<file path="config.mk">
export PLATFORM = sky130hd
export DESIGN_NAME = sdbp_top
export DESIGN_NICKNAME = d
export VERILOG_FILES = /design/src/common/sdbp_pkg.sv /design/src/sdbp_top.sv
export VERILOG_INCLUDE_DIRS = /design/src /design/src/common
export SDC_FILE = /design/constraint.sdc
export NUM_CORES = 1
export LEC_CHECK = 0
export BUFFER_PORTS_ARGS = -buffer_cell sky130_fd_sc_hd__buf_2
export CORE_ASPECT_RATIO = 0.9
export CORE_MARGIN = 2
export CORE_UTILIZATION = 42
export DETAILED_ROUTE_END_ITERATION = 12
export PLACE_DENSITY = 0.67
export SYNTH_ARGS = -nofsm -noshare
export SYNTH_HDL_FRONTEND = slang
export SYNTH_SLANG_ARGS = --single-unit
</file>
<file path="constraint.sdc">
create_clock -name clk -period 6.3 [get_ports clk]
set_input_delay 0.63 -clock clk [delete_from_list [all_inputs] [get_ports clk]]
set_output_delay 0.63 -clock clk [all_outputs]
set_load 0.05 [all_outputs]
</file>
<file path="src/common/sdbp_cfg.svh">
// offsets, field positions and fixed values of the serial dma buffer pointers
// assumes a 16-bit register port addressed at the printed byte offsets
`ifndef SDBP_CFG_SVH
`define SDBP_CFG_SVH
`define SDBP_OFF_RX_A_START 16'h4480
`define SDBP_OFF_RX_A_END   16'h4482
`define SDBP_OFF_RX_B_START 16'h4484
`define SDBP_OFF_RX_B_END   16'h4486
`define SDBP_OFF_TX_A_START 16'h4488
`define SDBP_OFF_TX_A_END   16'h448A
`define SDBP_OFF_TX_B_START 16'h448C
`define SDBP_OFF_TX_B_END   16'h448E
`define SDBP_OFF_RX_A_NEXT  16'h4490
`define SDBP_OFF_RX_B_NEXT  16'h4492
`define SDBP_OFF_TX_ACTIVE  16'h4494
`define SDBP_OFF_RX_A_ERR   16'h449A
`define SDBP_OFF_RX_B_ERR   16'h449C
`define SDBP_OFF_CONTROL    16'h44A0
`define SDBP_OFF_STATUS     16'h44A2
// buffer address registers share one 16-byte window
`define SDBP_BUF_WIN        12'h448
// fixed top bits of every start or end register, then of every offset register
`define SDBP_ADDR_TOP       3'h3
`define SDBP_CNT_TOP        3'h0
// control bits: [3:0] load rx a, rx b, tx a, tx b
`define SDBP_CTL_RX_RESET   4
`define SDBP_CTL_TX_RESET   5
// buffer indices
`define SDBP_RX_A           0
`define SDBP_RX_B           1
`define SDBP_TX_A           2
`define SDBP_TX_B           3
`endif

</file>
<file path="src/common/sdbp_pkg.sv">
// types shared by the serial dma buffer pointer block
// assumes sdbp_cfg.svh for all numeric constants
package sdbp_pkg;
   // one request to on-chip ram
   typedef struct packed {
      logic        valid;
      logic        we;
      logic [12:0] addr;
      logic [7:0]  data;
   } sdbp_mem_req_type;
   // one byte from the serial receive fifo
   typedef struct packed {
      logic [7:0] data;
      logic       frame_err;
   } sdbp_rx_byte_type;
   // transmit fetch sequence
   typedef enum logic [1:0] {
      SDBP_TX_IDLE   = 2'b00,
      SDBP_TX_ISSUED = 2'b01,
      SDBP_TX_CATCH  = 2'b11
   } sdbp_tx_state_type;
   // whole state of the block
   typedef struct packed {
      logic [3:0][12:0]  start;
      logic [3:0][12:0]  last;
      logic [3:0]        loaded;
      logic [1:0][12:0]  rx_cnt;
      logic [12:0]       tx_cnt;
      logic              rx_sel;
      logic              tx_sel;
      logic [1:0][12:0]  err_off;
      logic [1:0]        err_seen;
      logic [1:0]        frm;
      sdbp_tx_state_type tx_state;
      logic [1:0]        q_v;
      logic [1:0][7:0]   q_d;
      sdbp_mem_req_type  mem_req;
      logic [15:0]       rd_data;
      logic              rx_ready;
   } sdbp_state_type;
endpackage : sdbp_pkg

</file>
<file path="src/sdbp_top.sv">
// buffer pointers, offset counters and first-error capture of the serial dma
// assumes a ram that accepts every request and returns read data one cycle later
`timescale 1ns/1ps
`include "sdbp_cfg.svh"
module sdbp_top
   import sdbp_pkg::*;
(
   // clock and reset
   input  wire logic              clk,
   input  wire logic              rstn,
   // register port
   input  wire logic [15:0]       reg_addr,
   input  wire logic [15:0]       reg_wdata,
   input  wire logic              reg_wr,
   input  wire logic              reg_rd,
   output logic      [15:0]       reg_rdata,
   // receive byte stream from serial fifo
   input  wire logic              rx_in_valid,
   input  wire sdbp_rx_byte_type  rx_in,
   output logic                   rx_in_ready,
   // transmit byte stream to serial fifo
   output logic                   tx_out_valid,
   output logic      [7:0]        tx_out_data,
   input  wire logic              tx_out_ready,
   // on-chip ram
   output sdbp_mem_req_type       mem_req,
   input  wire logic [7:0]        mem_rdata
);

   sdbp_state_type st_reg;
   sdbp_state_type st_next;
   logic           rx_take;
   logic           tx_issue;
   logic           rx_idx;
   logic [1:0]     tx_idx;

   // buffer register window decode: {hit, index, is end}
   function automatic logic [3:0] sdbp_slot(input logic [15:0] a);
      logic hit;
      hit = (a[15:4] == `SDBP_BUF_WIN) && !a[0];
      return {hit, a[3:2], a[1]};
   endfunction : sdbp_slot

   // handshakes and the buffer currently in use on each side
   assign rx_take  = rx_in_valid && st_reg.rx_ready;
   assign rx_idx   = st_reg.rx_sel;
   assign tx_idx   = st_reg.tx_sel ? 2'(`SDBP_TX_B) : 2'(`SDBP_TX_A);
   assign tx_issue = (st_reg.tx_state == SDBP_TX_IDLE) && st_reg.loaded[tx_idx]
                     && !st_reg.q_v[1] && !rx_take;

   // next state of the whole block
   always_comb begin
      logic [3:0]  ws;
      logic [3:0]  rs;
      logic [12:0] at;
      logic        pop;
      ws  = sdbp_slot(reg_addr);
      rs  = ws;
      at  = 13'h0;
      pop = tx_out_ready && st_reg.q_v[0];
      st_next = st_reg;
      st_next.mem_req = '0;
      st_next.rd_data = 16'h0;

      // software writes of buffer start and end addresses
      if (reg_wr && ws[3]) begin
         if (ws[0]) begin
            st_next.last[ws[2:1]] = reg_wdata[12:0];
         end else begin
            st_next.start[ws[2:1]] = reg_wdata[12:0];
         end
      end

      // receive byte goes to start plus offset of the active buffer
      if (rx_take) begin
         at = 13'(st_reg.start[rx_idx] + st_reg.rx_cnt[rx_idx]);
         st_next.mem_req = '{valid: 1'b1, we: 1'b1, addr: at, data: rx_in.data};
         if (rx_in.frame_err) begin
            st_next.frm[rx_idx] = 1'b1;
            if (!st_reg.err_seen[rx_idx]) begin
               st_next.err_off[rx_idx]  = st_reg.rx_cnt[rx_idx];
               st_next.err_seen[rx_idx] = 1'b1;
            end
         end
         if (at == st_reg.last[rx_idx]) begin
            st_next.rx_cnt[rx_idx] = 13'h0;
            st_next.loaded[rx_idx] = 1'b0;
            st_next.rx_sel         = !st_reg.rx_sel;
         end else begin
            st_next.rx_cnt[rx_idx] = 13'(st_reg.rx_cnt[rx_idx] + 13'h1);
         end
      end

      // transmit fetch: issue, ram answers, catch into the queue
      case (st_reg.tx_state)
         SDBP_TX_IDLE: begin
            if (tx_issue) begin
               at = 13'(st_reg.start[tx_idx] + st_reg.tx_cnt);
               st_next.mem_req  = '{valid: 1'b1, we: 1'b0, addr: at, data: 8'h00};
               st_next.tx_state = SDBP_TX_ISSUED;
               if (at == st_reg.last[tx_idx]) begin
                  st_next.tx_cnt         = 13'h0;
                  st_next.loaded[tx_idx] = 1'b0;
                  st_next.tx_sel         = !st_reg.tx_sel;
               end else begin
                  st_next.tx_cnt = 13'(st_reg.tx_cnt + 13'h1);
               end
            end
         end
         SDBP_TX_ISSUED: begin
            st_next.tx_state = SDBP_TX_CATCH;
         end
         SDBP_TX_CATCH: begin
            st_next.tx_state = SDBP_TX_IDLE;
         end
         default: begin
            st_next.tx_state = SDBP_TX_IDLE;
         end
      endcase

      // two-entry queue toward the serial fifo, head always in entry 0
      if (pop) begin
         st_next.q_v[0] = st_reg.q_v[1];
         st_next.q_d[0] = st_reg.q_d[1];
         st_next.q_v[1] = 1'b0;
      end
      if (st_reg.tx_state == SDBP_TX_CATCH) begin
         if (!st_next.q_v[0]) begin
            st_next.q_v[0] = 1'b1;
            st_next.q_d[0] = mem_rdata;
         end else begin
            st_next.q_v[1] = 1'b1;
            st_next.q_d[1] = mem_rdata;
         end
      end

      // control: load a buffer that is not loaded, reset either direction
      if (reg_wr && reg_addr == `SDBP_OFF_CONTROL) begin
         for (int i = 0; i < 4; i++) begin
            if (reg_wdata[i] && !st_reg.loaded[i]) begin
               st_next.loaded[i] = 1'b1;
               if (i < 2) begin
                  st_next.err_seen[i[0]] = 1'b0;
                  st_next.err_off[i[0]]  = 13'h0;
                  st_next.frm[i[0]]      = 1'b0;
               end
            end
         end
         if (reg_wdata[`SDBP_CTL_RX_RESET]) begin
            st_next.loaded[1:0] = 2'b00;
            st_next.rx_cnt      = '0;
            st_next.rx_sel      = 1'b0;
            st_next.err_seen    = 2'b00;
            st_next.err_off     = '0;
            st_next.frm         = 2'b00;
         end
         if (reg_wdata[`SDBP_CTL_TX_RESET]) begin
            st_next.loaded[3:2] = 2'b00;
            st_next.tx_cnt      = 13'h0;
            st_next.tx_sel      = 1'b0;
            st_next.q_v         = 2'b00;
            st_next.tx_state    = SDBP_TX_IDLE;
         end
      end

      // receive side ready whenever the selected buffer stays loaded
      st_next.rx_ready = st_next.loaded[st_next.rx_sel];

      // register read, answered in the next cycle
      if (reg_rd) begin
         if (rs[3]) begin
            st_next.rd_data = {`SDBP_ADDR_TOP, rs[0] ? st_reg.last[rs[2:1]]
                                                     : st_reg.start[rs[2:1]]};
         end else begin
            case (reg_addr)
               `SDBP_OFF_RX_A_NEXT: st_next.rd_data = {`SDBP_CNT_TOP, st_reg.rx_cnt[0]};
               `SDBP_OFF_RX_B_NEXT: st_next.rd_data = {`SDBP_CNT_TOP, st_reg.rx_cnt[1]};
               `SDBP_OFF_TX_ACTIVE: st_next.rd_data = {`SDBP_CNT_TOP, st_reg.tx_cnt};
               `SDBP_OFF_RX_A_ERR:  st_next.rd_data = {`SDBP_CNT_TOP, st_reg.err_off[0]};
               `SDBP_OFF_RX_B_ERR:  st_next.rd_data = {`SDBP_CNT_TOP, st_reg.err_off[1]};
               `SDBP_OFF_STATUS: begin
                  st_next.rd_data = {8'h00, st_reg.frm, st_reg.tx_sel, st_reg.rx_sel,
                                     st_reg.loaded};
               end
               default: st_next.rd_data = 16'h0000;
            endcase
         end
      end
   end

   // state register
   always_ff @(posedge clk or negedge rstn) begin
      if (!rstn) begin
         st_reg          <= '0;
         st_reg.tx_state <= SDBP_TX_IDLE;
      end else begin
         st_reg <= st_next;
      end
   end

   // outputs straight from the state register
   assign reg_rdata    = st_reg.rd_data;
   assign rx_in_ready  = st_reg.rx_ready;
   assign tx_out_valid = st_reg.q_v[0];
   assign tx_out_data  = st_reg.q_d[0];
   assign mem_req      = st_reg.mem_req;

   // helper: software load or receive reset of a receive buffer
   logic [1:0] rx_rearm;
   assign rx_rearm[0] = reg_wr && reg_addr == `SDBP_OFF_CONTROL
                        && (reg_wdata[`SDBP_RX_A] || reg_wdata[`SDBP_CTL_RX_RESET]);
   assign rx_rearm[1] = reg_wr && reg_addr == `SDBP_OFF_CONTROL
                        && (reg_wdata[`SDBP_RX_B] || reg_wdata[`SDBP_CTL_RX_RESET]);

   // helper: software reset of either direction
   logic       rx_reset_wr;
   logic       tx_reset_wr;
   assign rx_reset_wr = reg_wr && reg_addr == `SDBP_OFF_CONTROL
                        && reg_wdata[`SDBP_CTL_RX_RESET];
   assign tx_reset_wr = reg_wr && reg_addr == `SDBP_OFF_CONTROL
                        && reg_wdata[`SDBP_CTL_TX_RESET];
endmodule : sdbp_top

</file>
Yosys cells after proc, flatten, opt, wreduce, memory -nomap -nowiden
Index checks and enable logic that the tools add are counted.

storage, ports and cells
  bits in registers = 239
  bits of input ports = 55
  word-level logic and storage cells = 175

cells by class
  add/sub/neg operators = 4
  magnitude comparators = 8
  eq/ne operators = 12
  multiplexer cells = 85
  bitwise logic cells = 9
  reduce and logical (&&, ||, !) cells = 29

operator list
  cell                                                                     number
  13-bit two-way mux                                                       19
  30-bit two-way mux                                                       4
  16-bit by 15-bit equality test with 1-bit output, second input constant  7
  13-bit binary-select mux with 2-bit select                               4
  52-bit bitwise mux                                                       2
  79-bit two-way mux                                                       1
  13-bit case mux with 6 select lines                                      1
  23-bit two-way mux                                                       3
  28-bit two-way mux                                                       2
  26-bit bitwise mux                                                       2
  15-bit two-way mux                                                       2
  13-bit by 1-bit adder with 13-bit output, second input constant          2
  13-bit adder                                                             2
  26-bit bitwise AND                                                       1
  13-bit demux with 2-bit select                                           1
  13-bit equality test                                                     2
  26-bit two-way mux                                                       1
  26-bit inverter                                                          1
  1-bit two-way mux                                                        25
  8-bit two-way mux                                                        3
  4-bit two-way mux                                                        5
  18-bit two-way mux                                                       1
  1-bit logical AND                                                        16
  13-bit demux with 1-bit select                                           1
  21 further kinds                                                         39

Logic depth before layout (Yosys ltp)
  depth in word-level cells = 17
  mapped depth = 20
  gate-level depth less buffers = 14

Least setup slack after synthesis
Ideal clock, no wire load.

  kind = register to register
  start point = register st_reg (netlist bit rx_idx)
  end point = register st_reg[121] in the netlist's numbering
  arrival = 4,457 ps
  required time = 6,181 ps
  setup slack = 1,724 ps
  cell stages (with the launch flop) = 19
  period minus slack after synthesis = 4,576 ps
  cell sequence = dfrtp_1 > buf_6 > buf_6 > buf_2 > buf_2 > buf_1 > clkbuf_1 > mux2_2 > ha_1 > o211a_1 > a221oi_2 > o22ai_1 > xor2_1 > xor2_1 > nand3_1 > or4b_4 > o21ai_4 > buf_6 > nor2_1

RTL lines
  what                      RTL line         source
  start: declaration        sdbp_top.sv:30   sdbp_state_type st_reg;
  start signal: assignment  sdbp_top.sv:197  st_reg <= st_next;

==> metrics.md <==
| Metric | Value |
|---|---|
| Cell mode on critical path | `xor2_1` |
| Most common cell in the synthesized netlist | `dfrtp_1` |
| Mapped cell area | `13600 µm²` |
| Clock Tree Root | `clkbuf_16` |
| Seq. cell area | `5930 µm²` |
| Syn nets | `around 1300` |
| Filler Cell Count | `between 2000 and 3000` |
| CP startpoint | `rx_idx$_DFF_PN0_` |
| Clock skew | `26.4 ps` |
| Site Rows | `62` |
| Initial Utilization | `between 40% and 50%` |
| Static leakage | `~7.4 nW` |
| Layout cell share with drive strength beyond 1 | `28.3%` |
| Mux share of post-synthesis cell area | `around 22%` |
| Area Overhead vs Synth | `11.6%` |
| Adder-cell area share of the yosys netlist | `approximately 2.8%` |
| Synth Register Bits | `roughly 240` |
| FMAX | `slightly above 0.2 GHz` |
| Vias in the first global route | `between 9000 and 10000` |
| Placer congestion estimate | `~0.9` |
| Clock Pin Slew Worst Setup and Hold Paths | `around 60 ps` |
| Fin crit share | `between 70% and 80%` |
| Initial DRT Pass Iterations | `5` |
| Critical path capture point type | `flop` |
| Fin. Hold Viols | `0` |
| CP bufs+invs | `2` |
| Peak supply drop | `approximately 0.21 mV` |
| Max-cap violation count | `0` |
| Largest net degree at the start of global routing | `between 100 and 150` |
| Final setup fails | `0` |
| Count of hold-fix buffers inserted at cts | `0` |
| Total CTS buffers | `29` |
| Count of cell types in the netlist | `75` |
| Critical path, cell by cell | `buf_4 > mux2i_1 > inv_1 > ha_1 > o211a_1 > a221oi_2 > o22ai_1 > xor2_1 > xor2_1 > nand4_1 > nor3_1 > a21o_1 > nor2_1` |
| CP top delay family | `compound AO/OA/AOI/OAI gates` |
| Period minus WS final | `between 4000 and 5000 ps` |
| Cells on worst reg2reg path | `13` |
| Top FF cell, synth | `dfrtp_1` |
| H-tree depth | `1` |
| Antenna-violating nets left | `0` |
| Pwr dens | `~260 nW/µm²` |
| All-Layer GR Usage | `between 20% and 30%` |
| Vias per inst | `between 5 and 6` |
| Max reg flops | `189` |
| CTS tree | `done` |
| Setup TNS | `0 ps` |
| Synth Area per Inst | `between 10 and 15 µm²` |
| Slew Limit Headroom | `approximately 16%` |
| Post-synth top area cell | `dfrtp_1` |
| Critical-path maximum fanout | `31` |
| Post-CTS setup buffers | `0` |
| Initial antenna violation count | `0` |
| DRT iter0 DRCs | `668` |
| YS warnings | `0` |
| WS Path Type | `reg2reg` |
| Reg2reg end | `st_reg[110]$_DFF_PN0_` |
| Post_cts resized | `0` |
| Die area | `roughly 34000 µm²` |
| Number of enable flip-flop cells after synthesis | `0` |
| Post-synth top area share | `a little over two fifths` |
| Worst Path Required | `roughly 6700 ps` |
| Final WL | `between 30000 and 40000 µm` |
| Worst-Skew Late Latency | `between 500 and 600 ps` |
| GRT overflow | `0` |
| R2R Setup Slk | `between 1000 and 1500 ps` |
| Compound-Gate Fraction of Synth Area | `8.65%` |
| Sequential share of the synthesized area | `a little over two fifths` |
| DR vias | `about 10000` |
| Hold slack | `102 ps` |
| Slew @ Worst Pin | `approximately 1300 ps` |
| Commonest cells in the netlist | `dfrtp_1, mux2_2, nor2_1, nand2_1, mux2i_1` |
| Critical R2R Launch | `rx_idx$_DFF_PN0_` |
| Simple-gate share of the synthesized area | `11.0%` |
| IO Pins | `between 100 and 150` |
| Die H | `around 170 µm` |
| Combinational family with the most area after synthesis | `multiplexers` |
| Max clock buf depth | `3` |
| Clock sink total | `approximately 240` |
| CP arrival | `about 5300 ps` |
| CP startpoint kind | `flop` |
| Routed len/inst | `between 20 and 25 µm` |
| Die width | `~190 µm` |
| Type of the tightest min-delay check | `in2async` |
| Xor/xnor cell area share of the yosys netlist | `between 6 and 7%` |
| First-pass GRT wire length | `between 50000 and 60000 µm` |
| Synthesized netlist cell count | `1225` |
| Top cells by area, synth | `dfrtp_1, mux2_2, mux2i_1` |
| Critical path's largest stage delay | `930 ps` |
| Post-route DRC | `0` |
| Area of the multi-input gates | `6960 µm²` |
| Final-stage net count | `approximately 1300` |
| Slowest-stage cell, CP | `dfrtp_2` |
| Core area | `31900 µm²` |
| Status | `completed` |
| FFs w/ async S/R, synth | `100%` |
| Hpwl dp | `25700 µm` |
| Buffers added on ports | `99` |
| Slew Viols, Final | `0` |
| Unrepaired setup endpoints after global routing | `no` |
cells in the final DEF, fill, tap and decap left out, drive strengths merged, types with 6 or more instances in the layout:
master and count:
a21oi 47, nor3 14, or3 9, dfrtp 237
mux2i 69, o21ai 44, nand4 9, and3 12
nor4 11, inv 25, clkbuf 44, mux4 26
a221oi 9, nor2 101, and2 6, xor2 42
nand2 87, nand3 30, nor2b 12, xnor2 42
buf 115, o211ai 6, a22oi 8, ha 27
o22ai 12, a21o 13, xnor3 6, mux2 151
area by class of cell:
type                       instances  area share, %
inverter                          24          0.596
tap                              416           3.44
antenna                            1         0.0165
multi-input combinational        855           46.0
clock buffer                      44           5.70
clock inverter                    10          0.910
sequential                       237           39.2
timing repair buffer             115           4.14
power breakdown:
part	switching (mW)	internal (mW)	leakage (nW)
Combinational	0.375	0.175	3.68
Sequential	0.0920	1.58	3.27
Clock	0.660	1.06	0.487
Total	1.13	2.82	7.44
worst reg2reg max path, stage by stage, from the launching register on:
cell      delay, ps
dfrtp_2         930
buf_4           530
mux2i_1         270
inv_1           120
ha_1            390
o211a_1         160
a221oi_2        410
o22ai_1         170
xor2_1          240
xor2_1          280
nand4_1         150
nor3_1          510
a21o_1          480
nor2_1          110
through the flow:
| stage | setup WS [ps] | power, mW | utilization, % | cell area (µm²) | cells |
|---|---|---|---|---|---|
| 2_1_floorplan | 1720 | 2.06 | - | 13600 | 1225 |
| 3_3_place_gp | 1620 | 2.23 | 44.3 | 14100 | 1647 |
| 3_5_place_dp | 1510 | 2.24 | 44.3 | 14100 | 1647 |
| 4_1_cts | 1490 | 3.96 | 47.4 | 15100 | 1701 |
| 5_1_grt | 1130 | 4.08 | 47.4 | 15100 | 1701 |
| 6_report | 1420 | 3.94 | 47.4 | 15100 | 1702 |
kinds of logic (layout without fill, tap and decap cells):
group | Yosys count | in the layout
AO/OA/AOI/OAI | 177 | 177
flip-flops | 237 | 237
buffers and inverters | 133 | 193
adder cells (fa/ha/maj) | 29 | 29
AND/OR/NAND/NOR | 312 | 312
other | 1 | 2
multiplexers | 246 | 246
XOR/XNOR | 90 | 90
worst max path at each step:
stage                                        to  depth (start not counted)  slack, ps
final                     st_reg[110]$_DFF_PN0_                         13       1420
after global routing      st_reg[111]$_DFF_PN0_                         13       1130
after CTS                 st_reg[110]$_DFF_PN0_                         13       1490
after detailed placement  st_reg[110]$_DFF_PN0_                         13       1510
after global placement    st_reg[108]$_DFF_PN0_                         13       1620
after floorplan           st_reg[121]$_DFF_PN0_                         18       1720
per-layer routing:
layer  track usage (%)  up-vias  part of all wire (%)
met2              34.0      321                    45
li1                  -     4425                     -
met3              3.94       63                   6.4
met5                 0        -                     0
met1              30.8     4946                    45
met4              6.65        0                   3.0
(Power assumes the default switching activity.)
